<file path="src/cscall_pkg.sv">
// Package for the conditional subroutine-call execution block
`default_nettype none
package cscall_pkg;
  localparam int          WORD_W       = 24;
  // Opcode byte patterns, bits 23 to 16
  localparam logic [7:0]  OPC_CC_SHORT = 8'h0f;
  localparam logic [7:0]  OPC_MAIN     = 8'h0b;
  localparam logic [7:0]  OPC_CLR_IOQ  = 8'h01;
  localparam logic [3:0]  CC_EA_TAG    = 4'ha;
  // Field positions
  localparam int          OPC_LSB      = 16;
  localparam int          FORM_LSB     = 14;
  localparam int          FIELD6_LSB   = 8;
  localparam int          CC_SHORT_LSB = 12;
  localparam int          SPACE_BIT    = 6;
  localparam int          MEMFORM_BIT  = 7;
  localparam int          CLR_ZERO_BIT = 5;
  localparam int          SHORT_ADDR_W = 12;
  localparam int          BIT_FIELD_W  = 4;
  localparam int          BIT_MAX      = 23;
  // Addressing forms of the bit-clear call, bits 15 to 14
  localparam logic [1:0]  FORM_ABS     = 2'b00;
  localparam logic [1:0]  FORM_EA      = 2'b01;
  localparam logic [1:0]  FORM_IOP     = 2'b10;
  localparam logic [1:0]  FORM_REG     = 2'b11;
  // I/O short ranges, 64 words each
  localparam logic [23:0] IO_HIGH_BASE = 24'hffffc0;
  localparam logic [23:0] IO_LOW_BASE  = 24'hffff80;
  // Reset values and instruction lengths in words
  localparam logic [23:0] WORD_RST     = 24'h000000;
  localparam logic [5:0]  FIELD6_RST   = 6'h00;
  localparam logic [3:0]  NIB_RST      = 4'h0;
  localparam logic [1:0]  LEN_ONE      = 2'h1;
  localparam logic [1:0]  LEN_TWO      = 2'h2;

  typedef enum logic [1:0] {
    CSCALL_OP_ABS,
    CSCALL_OP_IO_HIGH,
    CSCALL_OP_IO_LOW
  } cscall_short_t;
endpackage : cscall_pkg
`default_nettype wire

</file>
<file path="src/cscall_bit_unit.sv">
// Operand address former and bit tester for the bit-clear call
`default_nettype none
module cscall_bit_unit #(
  parameter int WORD_W = 24,
  parameter int BIT_W  = 4
) (
  input  wire logic                  [5:0] short_field, // Six-bit short address
  input  wire cscall_pkg::cscall_short_t   short_kind,  // Absolute or I/O range
  input  wire logic           [WORD_W-1:0] operand,     // Source operand value
  input  wire logic            [BIT_W-1:0] bit_sel,     // Bit number field
  output logic                [WORD_W-1:0] short_addr,  // Formed operand address
  output logic                             bit_clear    // Tested bit is zero
);
  if (WORD_W != 24 || (1 << BIT_W) > WORD_W * 2) begin : g_bad_width
    $error("cscall_bit_unit: unsupported widths");
  end

  always_comb begin
    case (short_kind)
      cscall_pkg::CSCALL_OP_IO_HIGH: short_addr = cscall_pkg::IO_HIGH_BASE | {18'h0, short_field};
      cscall_pkg::CSCALL_OP_IO_LOW:  short_addr = cscall_pkg::IO_LOW_BASE | {18'h0, short_field};
      default:                       short_addr = {18'h0, short_field};
    endcase
  end

  assign bit_clear = ~operand[bit_sel];
endmodule : cscall_bit_unit
`default_nettype wire

</file>
<file path="src/cscall_exec.sv">
// Execution logic for the condition-code and bit-clear subroutine calls
//
// Behaviour
// - Taken conditional call increments SP, pushes, branches.
// - Conditional call target is effective address.
// - False condition: PC advances, nothing pushed.
// - Conditional call address update always happens.
// - Short form zero-extends twelve-bit target.
// - Conditional call takes memory-alterable modes, short.
// - Conditional call leaves condition codes unchanged.
// - Bit-clear call tests immediate-selected operand bit.
// - Clear bit pushes, then jumps to extension.
// - Bit-clear call always carries extension word.
// - Set bit: PC advances, no push, no branch.
// - Bit-clear address update regardless of bit.
// - Operand via indirect, absolute, I/O short.
// - Register form tests any on-chip register.
// - Only scaling and limit flags are updated.
`default_nettype none
module cscall_exec #(
  parameter int WORD_W = 24,
  parameter int BIT_W  = 4
) (
  input  wire logic              clk,             // Core clock
  input  wire logic              rst_n,           // Asynchronous reset
  input  wire logic              instr_valid,     // Opcode word offered
  input  wire logic [WORD_W-1:0] instr_word,      // Opcode word
  input  wire logic [WORD_W-1:0] instr_addr,      // Address of the opcode word
  input  wire logic              ext_valid,       // Extension word offered
  input  wire logic [WORD_W-1:0] ext_word,        // Extension word
  input  wire logic              agu_ack,         // Address unit finished
  input  wire logic [WORD_W-1:0] agu_ea,          // Effective address computed
  input  wire logic              agu_has_ext,     // Mode used an extension word
  input  wire logic              cond_true,       // Condition for cond_sel holds
  input  wire logic              op_ack,          // Operand delivered
  input  wire logic [WORD_W-1:0] op_data,         // Operand value
  input  wire logic              op_growth,       // Data growth on the transfer
  input  wire logic              op_limit,        // Limiting on the transfer
  input  wire logic [WORD_W-1:0] status_word,     // Current status word
  output logic                   busy,            // Instruction in progress
  output logic                   accept,          // Opcode taken, pulse
  output logic                   agu_req,         // Address unit request, pulse
  output logic             [5:0] effective_address_field, // Mode and register
  output logic             [3:0] cond_sel,        // Condition to evaluate
  output logic                   op_req,          // Operand request, pulse
  output logic                   op_is_reg,       // Operand is a register
  output logic                   op_space_y,      // Operand in Y space
  output logic      [WORD_W-1:0] op_addr,         // Operand address
  output logic             [5:0] op_reg,          // Source register code
  output logic                   sp_inc,          // Stack pointer increment, pulse
  output logic                   stack_push,      // Push strobe, pulse
  output logic      [WORD_W-1:0] stack_high_word, // Return address pushed
  output logic      [WORD_W-1:0] stack_low_word,  // Status word pushed
  output logic                   pc_load,         // Program counter load, pulse
  output logic      [WORD_W-1:0] pc_value,        // New program counter
  output logic                   flag_we,         // Scaling/limit write, pulse
  output logic                   scale_flag,      // Scaling flag value
  output logic                   limit_flag       // Limit flag value
);
  if (WORD_W != cscall_pkg::WORD_W || BIT_W != cscall_pkg::BIT_FIELD_W) begin : g_bad_width
    $error("cscall_exec: widths must match the instruction format");
  end

  typedef enum logic [2:0] {
    CSCALL_IDLE,
    CSCALL_EA,
    CSCALL_OPND,
    CSCALL_EXT,
    CSCALL_EXEC
  } cscall_state_t;

  ////////////////////////////////////////////////////////////////////////////
  // Decode
  logic [7:0]                opc;
  logic [1:0]                form;
  logic [5:0]                f6;
  logic                      dec_cc_short;
  logic                      dec_cc_ea;
  logic                      dec_clr_main;
  logic                      dec_clr_ioq;
  cscall_pkg::cscall_short_t short_kind_nxt;
  logic [WORD_W-1:0]         short_addr;
  logic                      bit_clear;

  assign opc  = instr_word[cscall_pkg::OPC_LSB +: 8];
  assign form = instr_word[cscall_pkg::FORM_LSB +: 2];
  assign f6   = instr_word[cscall_pkg::FIELD6_LSB +: 6];
  assign dec_cc_short = opc == cscall_pkg::OPC_CC_SHORT;
  assign dec_cc_ea    = opc == cscall_pkg::OPC_MAIN && form == cscall_pkg::FORM_REG
                        && instr_word[7:4] == cscall_pkg::CC_EA_TAG;
  assign dec_clr_main = opc == cscall_pkg::OPC_MAIN
                        && !instr_word[cscall_pkg::CLR_ZERO_BIT]
                        && !instr_word[4]
                        && (form != cscall_pkg::FORM_REG
                            ? instr_word[cscall_pkg::MEMFORM_BIT]
                            : !instr_word[cscall_pkg::MEMFORM_BIT]
                              && !instr_word[cscall_pkg::SPACE_BIT]);
  assign dec_clr_ioq  = opc == cscall_pkg::OPC_CLR_IOQ && form == cscall_pkg::FORM_REG
                        && !instr_word[cscall_pkg::CLR_ZERO_BIT]
                        && !instr_word[4]
                        && instr_word[cscall_pkg::MEMFORM_BIT];

  always_comb begin
    if (dec_clr_ioq) begin
      short_kind_nxt = cscall_pkg::CSCALL_OP_IO_LOW;
    end else if (form == cscall_pkg::FORM_IOP) begin
      short_kind_nxt = cscall_pkg::CSCALL_OP_IO_HIGH;
    end else begin
      short_kind_nxt = cscall_pkg::CSCALL_OP_ABS;
    end
  end

  ////////////////////////////////////////////////////////////////////////////
  // Operand path
  logic [BIT_W-1:0] bit_sel_r;
  logic [BIT_W-1:0] bit_sel_nxt;

  cscall_bit_unit #(
    .WORD_W (WORD_W),
    .BIT_W  (BIT_W)
  ) u_bit (
    .short_field (f6),
    .short_kind  (short_kind_nxt),
    .operand     (op_data),
    .bit_sel     (bit_sel_r),
    .short_addr  (short_addr),
    .bit_clear   (bit_clear)
  );

  ////////////////////////////////////////////////////////////////////////////
  // Sequencing
  cscall_state_t     state_r, state_nxt;
  logic              is_clr_r, is_clr_nxt;
  logic              taken_r, taken_nxt;
  logic [1:0]        len_r, len_nxt;
  logic [WORD_W-1:0] target_r, target_nxt;
  logic [WORD_W-1:0] ret_addr;
  logic              busy_nxt, accept_nxt, agu_req_nxt, op_req_nxt;
  logic              op_is_reg_nxt, op_space_y_nxt;
  logic [5:0]        eaf_nxt, op_reg_nxt;
  logic [3:0]        cond_sel_nxt;
  logic [WORD_W-1:0] op_addr_nxt;
  logic              sp_inc_nxt, push_nxt, pc_load_nxt, flag_we_nxt;
  logic [WORD_W-1:0] ssh_nxt, ssl_nxt, pc_value_nxt;
  logic              scale_nxt, limit_nxt;

  assign ret_addr = instr_addr + {{(WORD_W-2){1'b0}}, len_r};

  always_comb begin
    state_nxt      = state_r;
    is_clr_nxt     = is_clr_r;
    taken_nxt      = taken_r;
    len_nxt        = len_r;
    target_nxt     = target_r;
    bit_sel_nxt    = bit_sel_r;
    eaf_nxt        = effective_address_field;
    cond_sel_nxt   = cond_sel;
    op_is_reg_nxt  = op_is_reg;
    op_space_y_nxt = op_space_y;
    op_addr_nxt    = op_addr;
    op_reg_nxt     = op_reg;
    ssh_nxt        = stack_high_word;
    ssl_nxt        = stack_low_word;
    pc_value_nxt   = pc_value;
    scale_nxt      = scale_flag;
    limit_nxt      = limit_flag;
    accept_nxt     = 1'b0;
    agu_req_nxt    = 1'b0;
    op_req_nxt     = 1'b0;
    sp_inc_nxt     = 1'b0;
    push_nxt       = 1'b0;
    pc_load_nxt    = 1'b0;
    flag_we_nxt    = 1'b0;
    case (state_r)
      CSCALL_IDLE: begin
        if (instr_valid && (dec_cc_short || dec_cc_ea || dec_clr_main || dec_clr_ioq)) begin
          accept_nxt     = 1'b1;
          is_clr_nxt     = dec_clr_main || dec_clr_ioq;
          bit_sel_nxt    = instr_word[BIT_W-1:0];
          eaf_nxt        = f6;
          op_space_y_nxt = instr_word[cscall_pkg::SPACE_BIT];
          op_reg_nxt     = f6;
          op_is_reg_nxt  = dec_clr_main && form == cscall_pkg::FORM_REG;
          len_nxt        = cscall_pkg::LEN_ONE;
          if (dec_cc_short) begin
            cond_sel_nxt = instr_word[cscall_pkg::CC_SHORT_LSB +: 4];
            target_nxt   = {{(WORD_W-cscall_pkg::SHORT_ADDR_W){1'b0}},
                            instr_word[cscall_pkg::SHORT_ADDR_W-1:0]};
            state_nxt    = CSCALL_EXEC;
          end else if (dec_cc_ea) begin
            cond_sel_nxt = instr_word[3:0];
            agu_req_nxt  = 1'b1;
            state_nxt    = CSCALL_EA;
          end else if (dec_clr_main && form == cscall_pkg::FORM_EA) begin
            agu_req_nxt  = 1'b1;
            state_nxt    = CSCALL_EA;
          end else begin
            op_addr_nxt  = short_addr;
            op_req_nxt   = 1'b1;
            state_nxt    = CSCALL_OPND;
          end
        end
      end
      CSCALL_EA: begin
        if (agu_ack) begin
          if (is_clr_r) begin
            op_addr_nxt = agu_ea;
            op_req_nxt  = 1'b1;
            state_nxt   = CSCALL_OPND;
          end else begin
            target_nxt  = agu_ea;
            len_nxt     = agu_has_ext ? cscall_pkg::LEN_TWO : cscall_pkg::LEN_ONE;
            state_nxt   = CSCALL_EXEC;
          end
        end
      end
      CSCALL_OPND: begin
        if (op_ack) begin
          taken_nxt   = bit_clear;
          flag_we_nxt = 1'b1;
          scale_nxt   = status_word[7] | op_growth;
          limit_nxt   = status_word[6] | op_limit;
          state_nxt   = CSCALL_EXT;
        end
      end
      CSCALL_EXT: begin
        if (ext_valid) begin
          target_nxt = ext_word;
          len_nxt    = cscall_pkg::LEN_TWO;
          state_nxt  = CSCALL_EXEC;
        end
      end
      CSCALL_EXEC: begin
        pc_load_nxt = 1'b1;
        state_nxt   = CSCALL_IDLE;
        if (is_clr_r ? taken_r : cond_true) begin
          sp_inc_nxt   = 1'b1;
          push_nxt     = 1'b1;
          ssh_nxt      = ret_addr;
          ssl_nxt      = status_word;
          pc_value_nxt = target_r;
        end else begin
          pc_value_nxt = ret_addr;
        end
      end
      default: state_nxt = CSCALL_IDLE;
    endcase
    busy_nxt = state_nxt != CSCALL_IDLE;
  end

  always_ff @(posedge clk or negedge rst_n) begin
    if (!rst_n) begin
      state_r                 <= CSCALL_IDLE;
      is_clr_r                <= 1'b0;
      taken_r                 <= 1'b0;
      len_r                   <= cscall_pkg::LEN_ONE;
      target_r                <= cscall_pkg::WORD_RST;
      bit_sel_r               <= cscall_pkg::NIB_RST;
      busy                    <= 1'b0;
      accept                  <= 1'b0;
      agu_req                 <= 1'b0;
      effective_address_field <= cscall_pkg::FIELD6_RST;
      cond_sel                <= cscall_pkg::NIB_RST;
      op_req                  <= 1'b0;
      op_is_reg               <= 1'b0;
      op_space_y              <= 1'b0;
      op_addr                 <= cscall_pkg::WORD_RST;
      op_reg                  <= cscall_pkg::FIELD6_RST;
      sp_inc                  <= 1'b0;
      stack_push              <= 1'b0;
      stack_high_word         <= cscall_pkg::WORD_RST;
      stack_low_word          <= cscall_pkg::WORD_RST;
      pc_load                 <= 1'b0;
      pc_value                <= cscall_pkg::WORD_RST;
      flag_we                 <= 1'b0;
      scale_flag              <= 1'b0;
      limit_flag              <= 1'b0;
    end else begin
      state_r                 <= state_nxt;
      is_clr_r                <= is_clr_nxt;
      taken_r                 <= taken_nxt;
      len_r                   <= len_nxt;
      target_r                <= target_nxt;
      bit_sel_r               <= bit_sel_nxt;
      busy                    <= busy_nxt;
      accept                  <= accept_nxt;
      agu_req                 <= agu_req_nxt;
      effective_address_field <= eaf_nxt;
      cond_sel                <= cond_sel_nxt;
      op_req                  <= op_req_nxt;
      op_is_reg               <= op_is_reg_nxt;
      op_space_y              <= op_space_y_nxt;
      op_addr                 <= op_addr_nxt;
      op_reg                  <= op_reg_nxt;
      sp_inc                  <= sp_inc_nxt;
      stack_push              <= push_nxt;
      stack_high_word         <= ssh_nxt;
      stack_low_word          <= ssl_nxt;
      pc_load                 <= pc_load_nxt;
      pc_value                <= pc_value_nxt;
      flag_we                 <= flag_we_nxt;
      scale_flag              <= scale_nxt;
      limit_flag              <= limit_nxt;
    end
  end
endmodule : cscall_exec
`default_nettype wire

</file>
<file path="config.mk">
export PLATFORM = sky130hd
export DESIGN_NAME = cscall_exec
export DESIGN_NICKNAME = d
export VERILOG_FILES = /design/src/cscall_pkg.sv /design/src/cscall_bit_unit.sv /design/src/cscall_exec.sv
export SDC_FILE = /design/constraint.sdc
export NUM_CORES = 1
export LEC_CHECK = 0
export BUFFER_PORTS_ARGS = -buffer_cell sky130_fd_sc_hd__buf_2
export CAP_MARGIN = 20
export CORE_AREA = 4 4 134 168
export CTS_CLUSTER_SIZE = 14
export DETAILED_ROUTE_END_ITERATION = 7
export DIE_AREA = 0 0 138 172
export SYNTH_ARGS = -nofsm -noshare
export SYNTH_HDL_FRONTEND = slang
export SYNTH_SLANG_ARGS = --single-unit
</file>
<file path="constraint.sdc">
create_clock -name clk -period 3.6 [get_ports clk]
set_input_delay 0.9 -clock clk [delete_from_list [all_inputs] [get_ports clk]]
set_output_delay 0.9 -clock clk [all_outputs]
set_load 0.02 [all_outputs]
</file>
======== Word-level counts from Yosys, hierarchy flattened ========
Cells that the tools add are included.
storage, ports and cells
  register bits ........................... 152
  input port bits ......................... 154
  output and inout bits ................... 124
  word-level logic and storage cells ...... 141
cells by class
  $add $sub $neg .......................... 1
  magnitude comparators ................... 1
  equal/unequal tests ..................... 23
  mux-type cells .......................... 57
  bitwise operators ....................... 3
  reduce and logical (&&, ||, !) cells .... 33
operator list
  cell                                                        number
  two-way mux 24 bit                                          12
  case mux 24 bit (2 select lines)                            2
  case mux 24 bit (3 select lines)                            1
  adder 24 x 2 -> 24 bit                                      1
  two-way mux 1 bit                                           22
  inequality test 2 bit, second input constant                10
  two-way mux 3 bit                                           6
  == test 8 x 4 -> 1 bit, second input constant               2
  two-way mux 2 bit                                           8
  logical AND 1 bit                                           13
  case mux 3 bit (4 select lines)                             1
  == test 8 x 1 -> 1 bit, second input constant               1
  two-way mux 4 bit                                           2
  AND reduction 7 bit                                         1
  == test 2 bit, second input constant                        3
  == test 3 x 2 -> 1 bit, second input constant               2
  less-than comparator 4 x 6 -> 1 bit, second input constant  1
  case mux 2 bit (3 select lines)                             1
  AND reduction 2 bit                                         3
  AND reduction 6 bit                                         1
  nonzero test 3 bit                                          2
  AND reduction 5 bit                                         1
  binary-select mux 1 bit (select 4 bit)                      1
  == test 2 x 1 -> 1 bit, second input constant               2
  11 further kinds                                            19

======== Logic depth before layout (Yosys ltp) ========
Gate-level depths: netlist of run 1.
  depth in word-level cells ............... 13
  gate-level depth with buffers ........... 9
  gate-level depth less buffers ........... 9

======== Modules after synthesis ========
A second synthesis of run 1 with hierarchy kept.
unflattened totals
  cells, all modules ...................... 734
  area total of the unflattened synthesis .. 7551.0 um^2
modules (own cells, without submodules)
  module           times used  cells an instance  area each (um^2)  sequential area each (um^2)
  cscall_exec      1           702                7229.4            3804.9
  cscall_bit_unit  1           32                 321.6             0.0

======== Least setup slack after synthesis of run 1 ========
No wires, ideal clock.
  path kind ............................... input -> register
  start point ............................. input port instr_word[21]
  end point ............................... register op_addr[3]
  setup time .............................. 0.125 ns
  arrival ................................. 2.844 ns
  data required time ...................... 3.475 ns
  slack ................................... 0.631 ns
  stages .................................. 7
  buffers on the path ..................... 1
  cell sequence ........................... or4b_4 -> or3_4 -> nor3_2 -> a31oi_2 -> o21ai_4 -> buf_8 -> mux2_4
on the way
  cells in the longest elaborated chain, start to end .. 9
  elaborated cells between the ends (all ways) .. 22
  those cells by class .................... eq/ne: 7; reduce/logical: 15
ends and longest elaborated chain
  what                                                                     RTL line                                                 RTL
  start: declaration                                                       cscall_exec.sv:27                                        input wire logic [WORD_W-1:0] instr_word,
  == test 8 x 4 -> 1 bit / == test 8 x 1 -> 1 bit (equally long branches)  cscall_exec.sv:89, cscall_exec.sv:91, cscall_exec.sv:98
  logical AND 1 bit, on equally long branches                              cscall_exec.sv:89, cscall_exec.sv:92, cscall_exec.sv:98
  logical AND 1 bit, on equally long branches                              cscall_exec.sv:90, cscall_exec.sv:93, cscall_exec.sv:99
  logical OR 1 bit (tied with other cells)                                 cscall_exec.sv:176                                       if (instr_valid && (dec_cc_short || dec_cc_ea || dec_clr_main || dec_clr_ioq)) begin
  logical OR 1 bit / logical AND 1 bit (equally long branches)             cscall_exec.sv:176, cscall_exec.sv:101
  logical OR 1 bit                                                         cscall_exec.sv:176
  logical AND 1 bit                                                        cscall_exec.sv:176
  inequality test 2 bit (no source line)                                   -
  AND reduction 7 bit (no source line) *                                   -
  end signal: assignment                                                   cscall_exec.sv:267                                       op_addr <= cscall_pkg::WORD_RST;
  end signal: assignment                                                   cscall_exec.sv:293                                       op_addr <= op_addr_nxt;
  end: declaration                                                         cscall_exec.sv:48                                        output logic [WORD_W-1:0] op_addr,
Every way passes the cells marked *; elsewhere a longest branch is shown, timed or not.
A chain may end at the register's enable or synchronous reset.

======== Worst setup path in the final report of run 1 ========
  start point ............................. input port instr_word[21]
  end point ............................... register op_addr[17]
on the way
  cells in the longest elaborated chain, start to end .. 13
  elaborated cells between the ends (all ways) .. 31
  those cells by class .................... eq/ne: 9; mux: 7; reduce/logical: 15
ends and longest elaborated chain
  what                                                            RTL line               RTL
  == test 8 x 1 -> 1 bit                                          cscall_exec.sv:98      assign dec_clr_ioq = opc == cscall_pkg::OPC_CLR_IOQ && form == cscall_pkg::FORM_REG
  logical AND 1 bit                                               cscall_exec.sv:98
  logical AND 1 bit                                               cscall_exec.sv:99      && !instr_word[cscall_pkg::CLR_ZERO_BIT]
  logical AND 1 bit                                               cscall_exec.sv:100     && !instr_word[4]
  logical AND 1 bit                                               cscall_exec.sv:101     && instr_word[cscall_pkg::MEMFORM_BIT];
  two-way mux 2 bit                                               cscall_exec.sv:104     if (dec_clr_ioq) begin
  == test 2 bit / == test 2 x 1 -> 1 bit (equally long branches)  cscall_bit_unit.sv:19  case (short_kind)
  case mux 24 bit (2 select lines)                                cscall_bit_unit.sv:19
  two-way mux 24 bit                                              cscall_exec.sv:194     end else if (dec_clr_main && form == cscall_pkg::FORM_EA) begin
  two-way mux 24 bit                                              cscall_exec.sv:190     end else if (dec_cc_ea) begin
  two-way mux 24 bit                                              cscall_exec.sv:185     if (dec_cc_short) begin
  two-way mux 24 bit                                              cscall_exec.sv:176
  case mux 24 bit (2 select lines)                                cscall_exec.sv:174     case (state_r)
Parallel ways exist; a longest one is shown, timed or not. The select of a mux whose other input is x is not followed.

==> flow_summary.json, run 1 <==
{
  "status": "completed",
  "crit_path_top_delay_cell": "or4b_4",
  "muxShareOfSynthArea_pct": 9.71,
  "ys_seq_elements": 152,
  "row_count": 59,
  "synth.yosys.warnings": 0,
  "cp_slowest_stage_delay_ns": 0.55,
  "syn_avg_cell_area_um2": 10.0,
  "area_used_by_multi_input_combinational_logic_um2": 3140,
  "grt_antenna_before_repair": 1,
  "final_nets": 1137,
  "clk-insertion-delay-late_ns": 0.42,
  "final-max-slew-violation-count": 0,
  "fp.dieH_um": 172,
  "max-cap-violations": 0,
  "fp.dieW_um": 138,
  "drt_iter0_drc": 323,
  "largest_family_of_logic_cells_by_synthesized_area": "compound AO/OA/AOI/OAI gates",
  "register_clock_pin_slew_on_the_reported_worst_setup_and_hold_paths_ns": 0.07,
  "mappedNetlistNets": 877,
  "drtPass1Iterations": 4,
  "power.combinational.fraction_pct": 24.1,
  "total_power_mw": 5.20,
  "cts-root-buf": "clkbuf_16",
  "async_reset_ff_share_pct": 100,
  "dpl_worst_slack_ns": 0.264,
  "achievable-frequency_ghz": 0.354,
  "crit_chain": "buf_2 > or4b_4 > nor3_1 > a31oi_2 > o21ai_4 > buf_4 > a2bb2oi_1",
  "overflow": 0,
  "grt_first_pass_wirelength_um": 34300,
  "finish.utilization_pct": 45.3,
  "cts_buffer_count": 17,
  "antenna_left": 0,
  "hold_path_class": "in2async",
  "synthesis.area_um2": 7230,
  "globalRouteTotalUtil_pct": 18.0,
  "switching_share_pct": 32.2,
  "cellLeakagePower_nw": 4.91,
  "worst_pin_slew_ns": 0.799,
  "arrival_ns": 3.17,
  "yosys_most_used_dff": "dfrtp_1",
  "ioPinCount": 278,
  "cts_max_path_buffers": 2,
  "critical-path-top-delay-family": "simple AND/OR/NAND/NOR gates",
  "wirelength_um": 21600,
  "p_int_mw": 3.52,
  "end_kind": "register",
  "synth.top_cell.area_share_pct": 52.3,
  "compound_gate_fraction_of_synth_area_pct": 15.4,
  "design.die.area_um2": 23700,
  "tns_ns": 0,
  "yosys.area_share.adder_pct": 0.623,
  "synth-seq-area-share_pct": 52.6,
  "ctsHoldBuffers": 0,
  "synth_top_cell_by_area": "dfrtp_1",
  "finalCritPeriodShare_pct": 78.5,
  "tritoncts_clock_tree": "done",
  "cts.sink_count": 152,
  "timing_hold_violations_final": 0,
  "core-area_um2": 20800,
  "wire_per_inst_um": 17.1,
  "cellPowerDensity_nw_per_um2": 551,
  "worst_ep_required_time_ns": 3.94,
  "synth_enable_flop_cells": 0,
  "n_fill_cell": 2054,
  "vias_per_cell": 4.86,
  "port_buffers": 269,
  "final.min_clock_period_ns": 2.83,
  "finClkSkew_ns": 0.0151,
  "layout.area.seq_um2": 3810,
  "post_synth_inst_count": 720,
  "net-switching-power_mw": 1.67,
  "timing.slew.headroom_pct": 46.6,
  "areaGrowthSynthToFinish_pct": 30.4,
  "post-route-worst-setup-slack_ns": 0.772,
  "cts_setup_buffers": 0,
  "most-common-layout-cells": "268 x buf_2, 170 x nand2_1, 150 x dfrtp_1, 74 x o21ai_0, 35 x a21oi_1",
  "htreeDepth": 4,
  "timing.critical_path.buf_inv": 2,
  "remaining_drc_errors": 0,
  "gp_routability_congestion": 0.825,
  "sequential_power_share_pct": 41.8,
  "mostFrequentLayoutCell": "buf_2",
  "critical_path.startpoint_type": "primary input",
  "post_cts_resize_count": 0,
  "setup_viol": 0,
  "yosys-top-cells-area": "dfrtp_1 52%, nand2_1 8.9%, o21ai_0 5.1%",
  "worstSetupPathType": "in2reg",
  "starting_density_of_the_core_pct": 34.7,
  "route.vias.total": 6152,
  "vdd_ir_max_uv": 294,
  "simple_gate_share_of_the_synthesized_area_pct": 14.9,
  "synth_xor_area_share_pct": 2.66,
  "portion_of_total_power_attributed_to_the_clock_network_pct": 34.1,
  "first_global_vias": 6287,
  "post-dp-hpwl_um": 16600,
  "grt_max_degree": 71,
  "timing.critical_path.fanout_max": 18,
  "final_layout_size_suffix_gt1_share_pct": 36.8,
  "grt_setup_unrepaired": "false",
  "synth.distinct_cells": 61
}
[metrics by stage]
stage | hold slack, ns | cell area [µm²] | cells
2_1_floorplan | 0.443 | 7230 | 720
3_3_place_gp | 0.450 | 8830 | 1234
3_5_place_dp | 0.454 | 8830 | 1234
4_1_cts | 0.463 | 9410 | 1265
5_1_grt | 0.469 | 9430 | 1267
6_report | 0.441 | 9430 | 1267
[worst reg2reg max path, stage by stage, from the launching register on]
cell     delay, ns
dfstp_2       0.53
ha_1          0.17
inv_1         0.06
fa_1          0.40
nor2b_1       0.27
nand4_1       0.33
nor3_1        0.30
xor2_1        0.31
nor2_1        0.06
o21ai_0       0.15
[power by group through the flow]
stage,Combinational (mW),Sequential [mW],Clock [mW]
2_1_floorplan,0.535,2.39,0
3_3_place_gp,1.25,2.19,0
3_5_place_dp,1.27,2.20,0
4_1_cts,1.27,2.17,1.82
5_1_grt,1.39,2.21,1.89
6_report,1.25,2.17,1.77
[cell families after synthesis]
| group | after synthesis |
|---|---|
| adders and majority gates | 3 |
| DFF | 152 |
| AOI/OAI and AO/OA | 176 |
| xor gates and xnor gates | 22 |
| muxes | 60 |
| and+or+nand+nor | 249 |
| buffers and inverters | 58 |
[metal layers]
metal,vias to the layer above,routed length [µm],global-route usage (%),part of all wire [%]
met2,189,10700,30.5,50
li1,3028,-,-,-
met5,-,0,0,0
met3,19,1210,4.23,5.6
met1,2916,9370,23.1,43
met4,0,310,5.29,1.4
[Yosys cell counts (4+ instances only)]
cell and count:
a21oi_1 35, o21ai_0 74, nor4_1 4, nor3_1 8, o31ai_1 12, nor2_1 25, a2bb2oi_1 17, dfrtp_1 151
inv_1 12, a21o_1 10, mux2i_1 30, clkbuf_1 31, mux2_2 23, a22oi_1 7, buf_4 8, xor2_1 12
a31oi_1 5, nand2_1 171, mux4_2 5, xnor2_1 10, nand3_1 14
[area by class of cell]
type / count / share of cell area [%]
Sequential cell: 152 / 40.4
Multi-Input combinational cell: 510 / 33.4
Timing Repair Buffer: 286 / 15.9
Clock buffer: 20 / 4.84
Tap cell: 274 / 3.64
Clock inverter: 11 / 1.33
Inverter: 13 / 0.518
Antenna cell: 1 / 0.0265
[final timing paths]
check / start / end / slack [ns] / cells past startpoint
worst max register to register: len_r[0] / pc_value[16] / 0.95 / 9
min in group clk: pc_value[4] / pc_value[4] / 0.46 / 2
worst min-delay path: rst_n / stack_high_word[23] / 0.44 / 1
worst min register to register: pc_value[4] / pc_value[4] / 0.46 / 2
max in group asynchronous: rst_n / len_r[0] / 2.39 / 2
worst max-delay path: instr_word[21] / op_addr[17] / 0.77 / 7
No activity file was read; power rests on OpenSTA's default activity.
==> inputs of run 2 (changes only) <==
==> constraint.sdc (replaced) <==
create_clock -name clk -period 2.5 [get_ports clk]
set_input_delay 0.625 -clock clk [delete_from_list [all_inputs] [get_ports clk]]
set_output_delay 0.625 -clock clk [all_outputs]
set_load 0.02 [all_outputs]
==> flow_summary.json, run 2 (synthesis gave the netlist of run 1 again) <==
{
  "starting_density_of_the_core_pct": 34.7,
  "grt_first_pass_wirelength_um": 35000,
  "n_fill_cell": 2091,
  "worst_ep_required_time_ns": 2.81,
  "port_buffers": 269,
  "clk-insertion-delay-late_ns": 0.41,
  "final_nets": 1161,
  "remaining_drc_errors": 0,
  "final_layout_size_suffix_gt1_share_pct": 38.6,
  "cts_max_path_buffers": 2,
  "status": "completed",
  "cts_setup_buffers": 0,
  "cells_after_dpl": 1259,
  "vias_per_cell": 4.92,
  "rrSetupSlack_ns": 0.14,
  "area_used_by_multi_input_combinational_logic_um2": 3170,
  "route.vias.total": 6364,
  "tritoncts_clock_tree": "done",
  "post-dp-hpwl_um": 16800,
  "total_power_mw": 7.57,
  "dpl_worst_slack_ns": -0.298,
  "wire_per_inst_um": 16.9,
  "timing.slew.headroom_pct": 60.5,
  "worstSetupPathType": "reg2reg",
  "finish.utilization_pct": 46.9,
  "drtPass1Iterations": 5,
  "cts_buffer_count": 17,
  "layout.area.seq_um2": 3810,
  "cts.sink_count": 152,
  "design.die.area_um2": 23700,
  "end_kind": "register",
  "finalHoldWorstSlack_ns": 0.114,
  "ioPinCount": 278,
  "final-max-slew-violation-count": 0,
  "wirelength_um": 21800,
  "final.min_clock_period_ns": 2.36,
  "fp.dieW_um": 138,
  "timing_hold_violations_final": 0,
  "max-cap-violations": 0,
  "globalRouteTotalUtil_pct": 18.3,
  "htreeDepth": 4,
  "drt_iter0_drc": 354,
  "areaGrowthSynthToFinish_pct": 34.9,
  "grt_max_degree": 71,
  "register_clock_pin_slew_on_the_reported_worst_setup_and_hold_paths_ns": 0.06,
  "vdd_ir_max_uv": 461,
  "worst_pin_slew_ns": 0.591,
  "most-common-layout-cells": "268 x buf_2, 170 x nand2_1, 150 x dfrtp_1, 73 x o21ai_0, 35 x a21oi_1",
  "finClkSkew_ns": 0.0102,
  "finalCritPeriodShare_pct": 94.5,
  "mostFrequentLayoutCell": "buf_2",
  "arrival_ns": 2.67,
  "first_global_vias": 6505,
  "layoutNonFillerInstCount": 1293,
  "layout.cell_area.non_filler_um2": 9750,
  "post-route-worst-setup-slack_ns": 0.138,
  "core-area_um2": 20800,
  "cellLeakagePower_nw": 5.06,
  "overflow": 0,
  "cts-root-buf": "clkbuf_16",
  "achievable-frequency_ghz": 0.423,
  "tns_ns": 0,
  "fp.dieH_um": 172,
  "timing.critical_path.fanout_max": 7,
  "hold_path_class": "in2async",
  "row_count": 59,
  "dpl_cell_area_um2": 9130,
  "critical_path.startpoint_type": "register",
  "gp_routability_congestion": 0.806,
  "cellPowerDensity_nw_per_um2": 776,
  "setup_viol": 0,
  "grt_antenna_before_repair": 2,
  "antenna_left": 0
}
[run 2: power by group]
part	internal [mW]	total, mW	switching [mW]
Clock	1.56	2.58	1.02
Combinational	0.726	1.86	1.14
Sequential	2.87	3.13	0.255
Total	5.16	7.57	2.42
[run 2: final timing paths]
| path | from | endpoint | cells after the start |
|---|---|---|---|
| setup reg to reg | len_r[0] | pc_value[22] | 11 |
| setup / recovery | len_r[0] | pc_value[22] | 11 |
| hold / removal | rst_n | stack_high_word[21] | 1 |
| max in group asynchronous | rst_n | pc_value[6] | 2 |
| hold reg to reg | stack_low_word[2] | stack_low_word[2] | 2 |
| min in group clk | status_word[16] | stack_low_word[16] | 3 |
[run 2: layer usage]
layer	GRT usage [%]	wire [µm]	up-vias
met1	24.3	9680	3039
li1	-	-	3085
met4	6.02	391	0
met5	0	0	-
met2	30.3	10700	213
met3	3.65	1020	27
[run 2: layout make-up]
cell class              count  share of cell area [%]
flip-flops and latches    152                    39.0
clock inverters             9                    1.19
clock buffers              23                    4.90
diodes                      2                  0.0513
multi-input cells         510                    32.5
inverters                  13                   0.500
well taps                 274                    3.52
repair buffers            310                    18.3
[run 2: critical path, cell delays in order, from the launching register on]
cell and delay (ns):
dfstp_2 0.53, ha_1 0.16, inv_1 0.06, fa_2 0.35, nor2b_1 0.12, buf_4 0.13
nand4_1 0.12, buf_6 0.17, nor3_2 0.17, xnor2_1 0.19, a21oi_1 0.11, a21o_1 0.15
[run 2: what timing repair did]
| item | 4_1_cts | 5_1_grt |
|---|---|---|
| pin swaps | 1 | 2 |
| setup endpoints to repair | 1 | 6 |
| hold buffers | 0 | 0 |
| resized for setup | 1 | 6 |
==> inputs of run 3 (changes only) <==
==> constraint.sdc (replaced) <==
create_clock -name clk -period 2.6 [get_ports clk]
set_input_delay 0.65 -clock clk [delete_from_list [all_inputs] [get_ports clk]]
set_output_delay 0.65 -clock clk [all_outputs]
set_load 0.02 [all_outputs]
==> flow_summary.json, run 3 (synthesis gave the netlist of run 1 again) <==
{
  "grt_max_degree": 71,
  "switching_share_pct": 33.0,
  "final.min_clock_period_ns": 2.41,
  "overflow": 0,
  "hold_path_class": "in2async",
  "cts.sink_count": 152,
  "cts_buffer_count": 17,
  "fp.dieW_um": 138,
  "final_layout_size_suffix_gt1_share_pct": 37.9,
  "wirelength_um": 21800,
  "globalRouteTotalUtil_pct": 18.3,
  "row_count": 59,
  "port_buffers": 269,
  "use_met2_pct": 31.2,
  "timing_hold_violations_final": 0,
  "n_fill_cell": 2059,
  "final-max-slew-violation-count": 0,
  "htreeDepth": 4,
  "portion_of_total_power_attributed_to_the_clock_network_pct": 32.6,
  "grt_antenna_before_repair": 0,
  "cts_max_path_buffers": 2,
  "setup_viol": 0,
  "fp.dieH_um": 172,
  "timing.slew.headroom_pct": 68.1,
  "vdd_ir_max_uv": 499,
  "max-cap-violations": 0,
  "design.die.area_um2": 23700,
  "gp_routability_congestion": 0.809,
  "end_kind": "register",
  "tritoncts_clock_tree": "done",
  "antenna_left": 0,
  "net-switching-power_mw": 2.35,
  "route.vias.total": 6205,
  "clk-insertion-delay-late_ns": 0.43,
  "p_int_mw": 4.76,
  "achievable-frequency_ghz": 0.415,
  "cellLeakagePower_nw": 4.98,
  "drtPass1Iterations": 4,
  "grt_first_pass_wirelength_um": 34400,
  "post-dp-hpwl_um": 16900,
  "most-common-layout-cells": "268 x buf_2, 170 x nand2_1, 150 x dfrtp_1, 74 x o21ai_0, 35 x a21oi_1",
  "starting_density_of_the_core_pct": 34.7,
  "final_nets": 1153,
  "ioPinCount": 278,
  "sequential_power_share_pct": 42.6,
  "tns_ns": 0,
  "cells_after_dpl": 1250,
  "finalHoldWorstSlack_ns": 0.139,
  "wire_per_inst_um": 17.0,
  "cts-root-buf": "clkbuf_16",
  "critical_path.startpoint_type": "register",
  "finClkSkew_ns": 0.00900,
  "drt_iter0_drc": 274,
  "met1_usage_pct": 23.2,
  "cellPowerDensity_nw_per_um2": 740,
  "ctsHoldBuffers": 0,
  "grt_setup_unrepaired": "false",
  "status": "completed",
  "layoutNonFillerInstCount": 1283,
  "global_route.peak_usage_layer": "met2",
  "diodes": 0,
  "worstSetupPathType": "reg2reg",
  "mostFrequentLayoutCell": "buf_2",
  "first_global_vias": 6400,
  "worst_ep_required_time_ns": 2.91,
  "finalCritPeriodShare_pct": 92.7,
  "core-area_um2": 20800,
  "remaining_drc_errors": 0,
  "register_clock_pin_slew_on_the_reported_worst_setup_and_hold_paths_ns": 0.06,
  "timing.critical_path.fanout_max": 7,
  "finish.utilization_pct": 46.1,
  "dpl_cell_area_um2": 9050,
  "vias_per_cell": 4.84,
  "worst_pin_slew_ns": 0.477,
  "gr-usage-met3_pct": 4.12,
  "layout.cell_area.non_filler_um2": 9610,
  "arrival_ns": 2.73,
  "areaGrowthSynthToFinish_pct": 32.8,
  "power.combinational.fraction_pct": 24.9
}
run 3: changes by cell type in the layout (fill, tap and decap cells not counted), moves of 2 or more:
cell,delta
buf_4,-6
clkinv_2,+4
clkinv_4,-2
diode_2,-2
clkbuf_8,-3
clkinvlp_4,+2
run 3: timing repair:
item	in CTS	in global routing
buffers inserted	0	1
endpoints found under the setup margin	0	2
endpoints found under the hold margin	0	0
gates resized for setup	0	2
run 3: worst paths after layout:
kind | slack [ns] | endpoint | cells past startpoint | startpoint
max reg2reg | 0.19 | pc_value[22] | 10 | len_r[0]
min reg2reg | 0.47 | stack_low_word[20] | 2 | stack_low_word[20]
min | 0.14 | stack_high_word[19] | 1 | rst_n
max in group asynchronous | 1.72 | len_r[0] | 2 | rst_n
max | 0.19 | pc_value[22] | 10 | len_r[0]
min in group clk | 0.41 | stack_low_word[12] | 3 | status_word[12]
run 3: power groups by stage:
stage | logic, mW | registers [mW] | clock network (mW)
floorplan | 0.741 | 3.31 | 0
global placement | 1.77 | 3.05 | 0
detailed placement | 1.80 | 3.06 | 0
CTS | 1.80 | 3.03 | 2.36
global route | 1.96 | 3.07 | 2.46
finish | 1.77 | 3.02 | 2.31
run 3: layer usage:
| metal | up-vias | wire length [µm] |
|---|---|---|
| li1 | 3057 | - |
| met1 | 2921 | 9480 |
| met2 | 199 | 10800 |
| met3 | 28 | 1140 |
| met4 | 0 | 442 |
| met5 | - | 0 |
run 3: metrics by stage:
| step | setup slack (ns) | power, mW |
|---|---|---|
| 3_5_place_dp | -0.190 | 4.86 |
| 3_3_place_gp | -0.154 | 4.82 |
| 6_report | 0.189 | 7.10 |
| 2_1_floorplan | -0.119 | 4.05 |
| 4_1_cts | 0.128 | 7.19 |
| 5_1_grt | 0.0157 | 7.50 |
run 3: critical path, cell delays in order (launching register included):
cell and delay [ns]:
dfstp_2 0.53, ha_1 0.18, inv_1 0.06, fa_1 0.41, nor2b_1 0.16, nand4_1 0.11
buf_4 0.18, nor3_1 0.21, xnor2_1 0.20, a21oi_1 0.11, a21o_1 0.16
run 3: layout make-up:
type	instances	area, µm²	area share (%)
well taps	274	343	3.57
clock inverters	12	104	1.08
clock buffers	20	437	4.55
repair buffers	302	1710	17.8
multi-input cells	510	3150	32.8
inverters	13	48.8	0.508
flip-flops and latches	152	3810	39.6
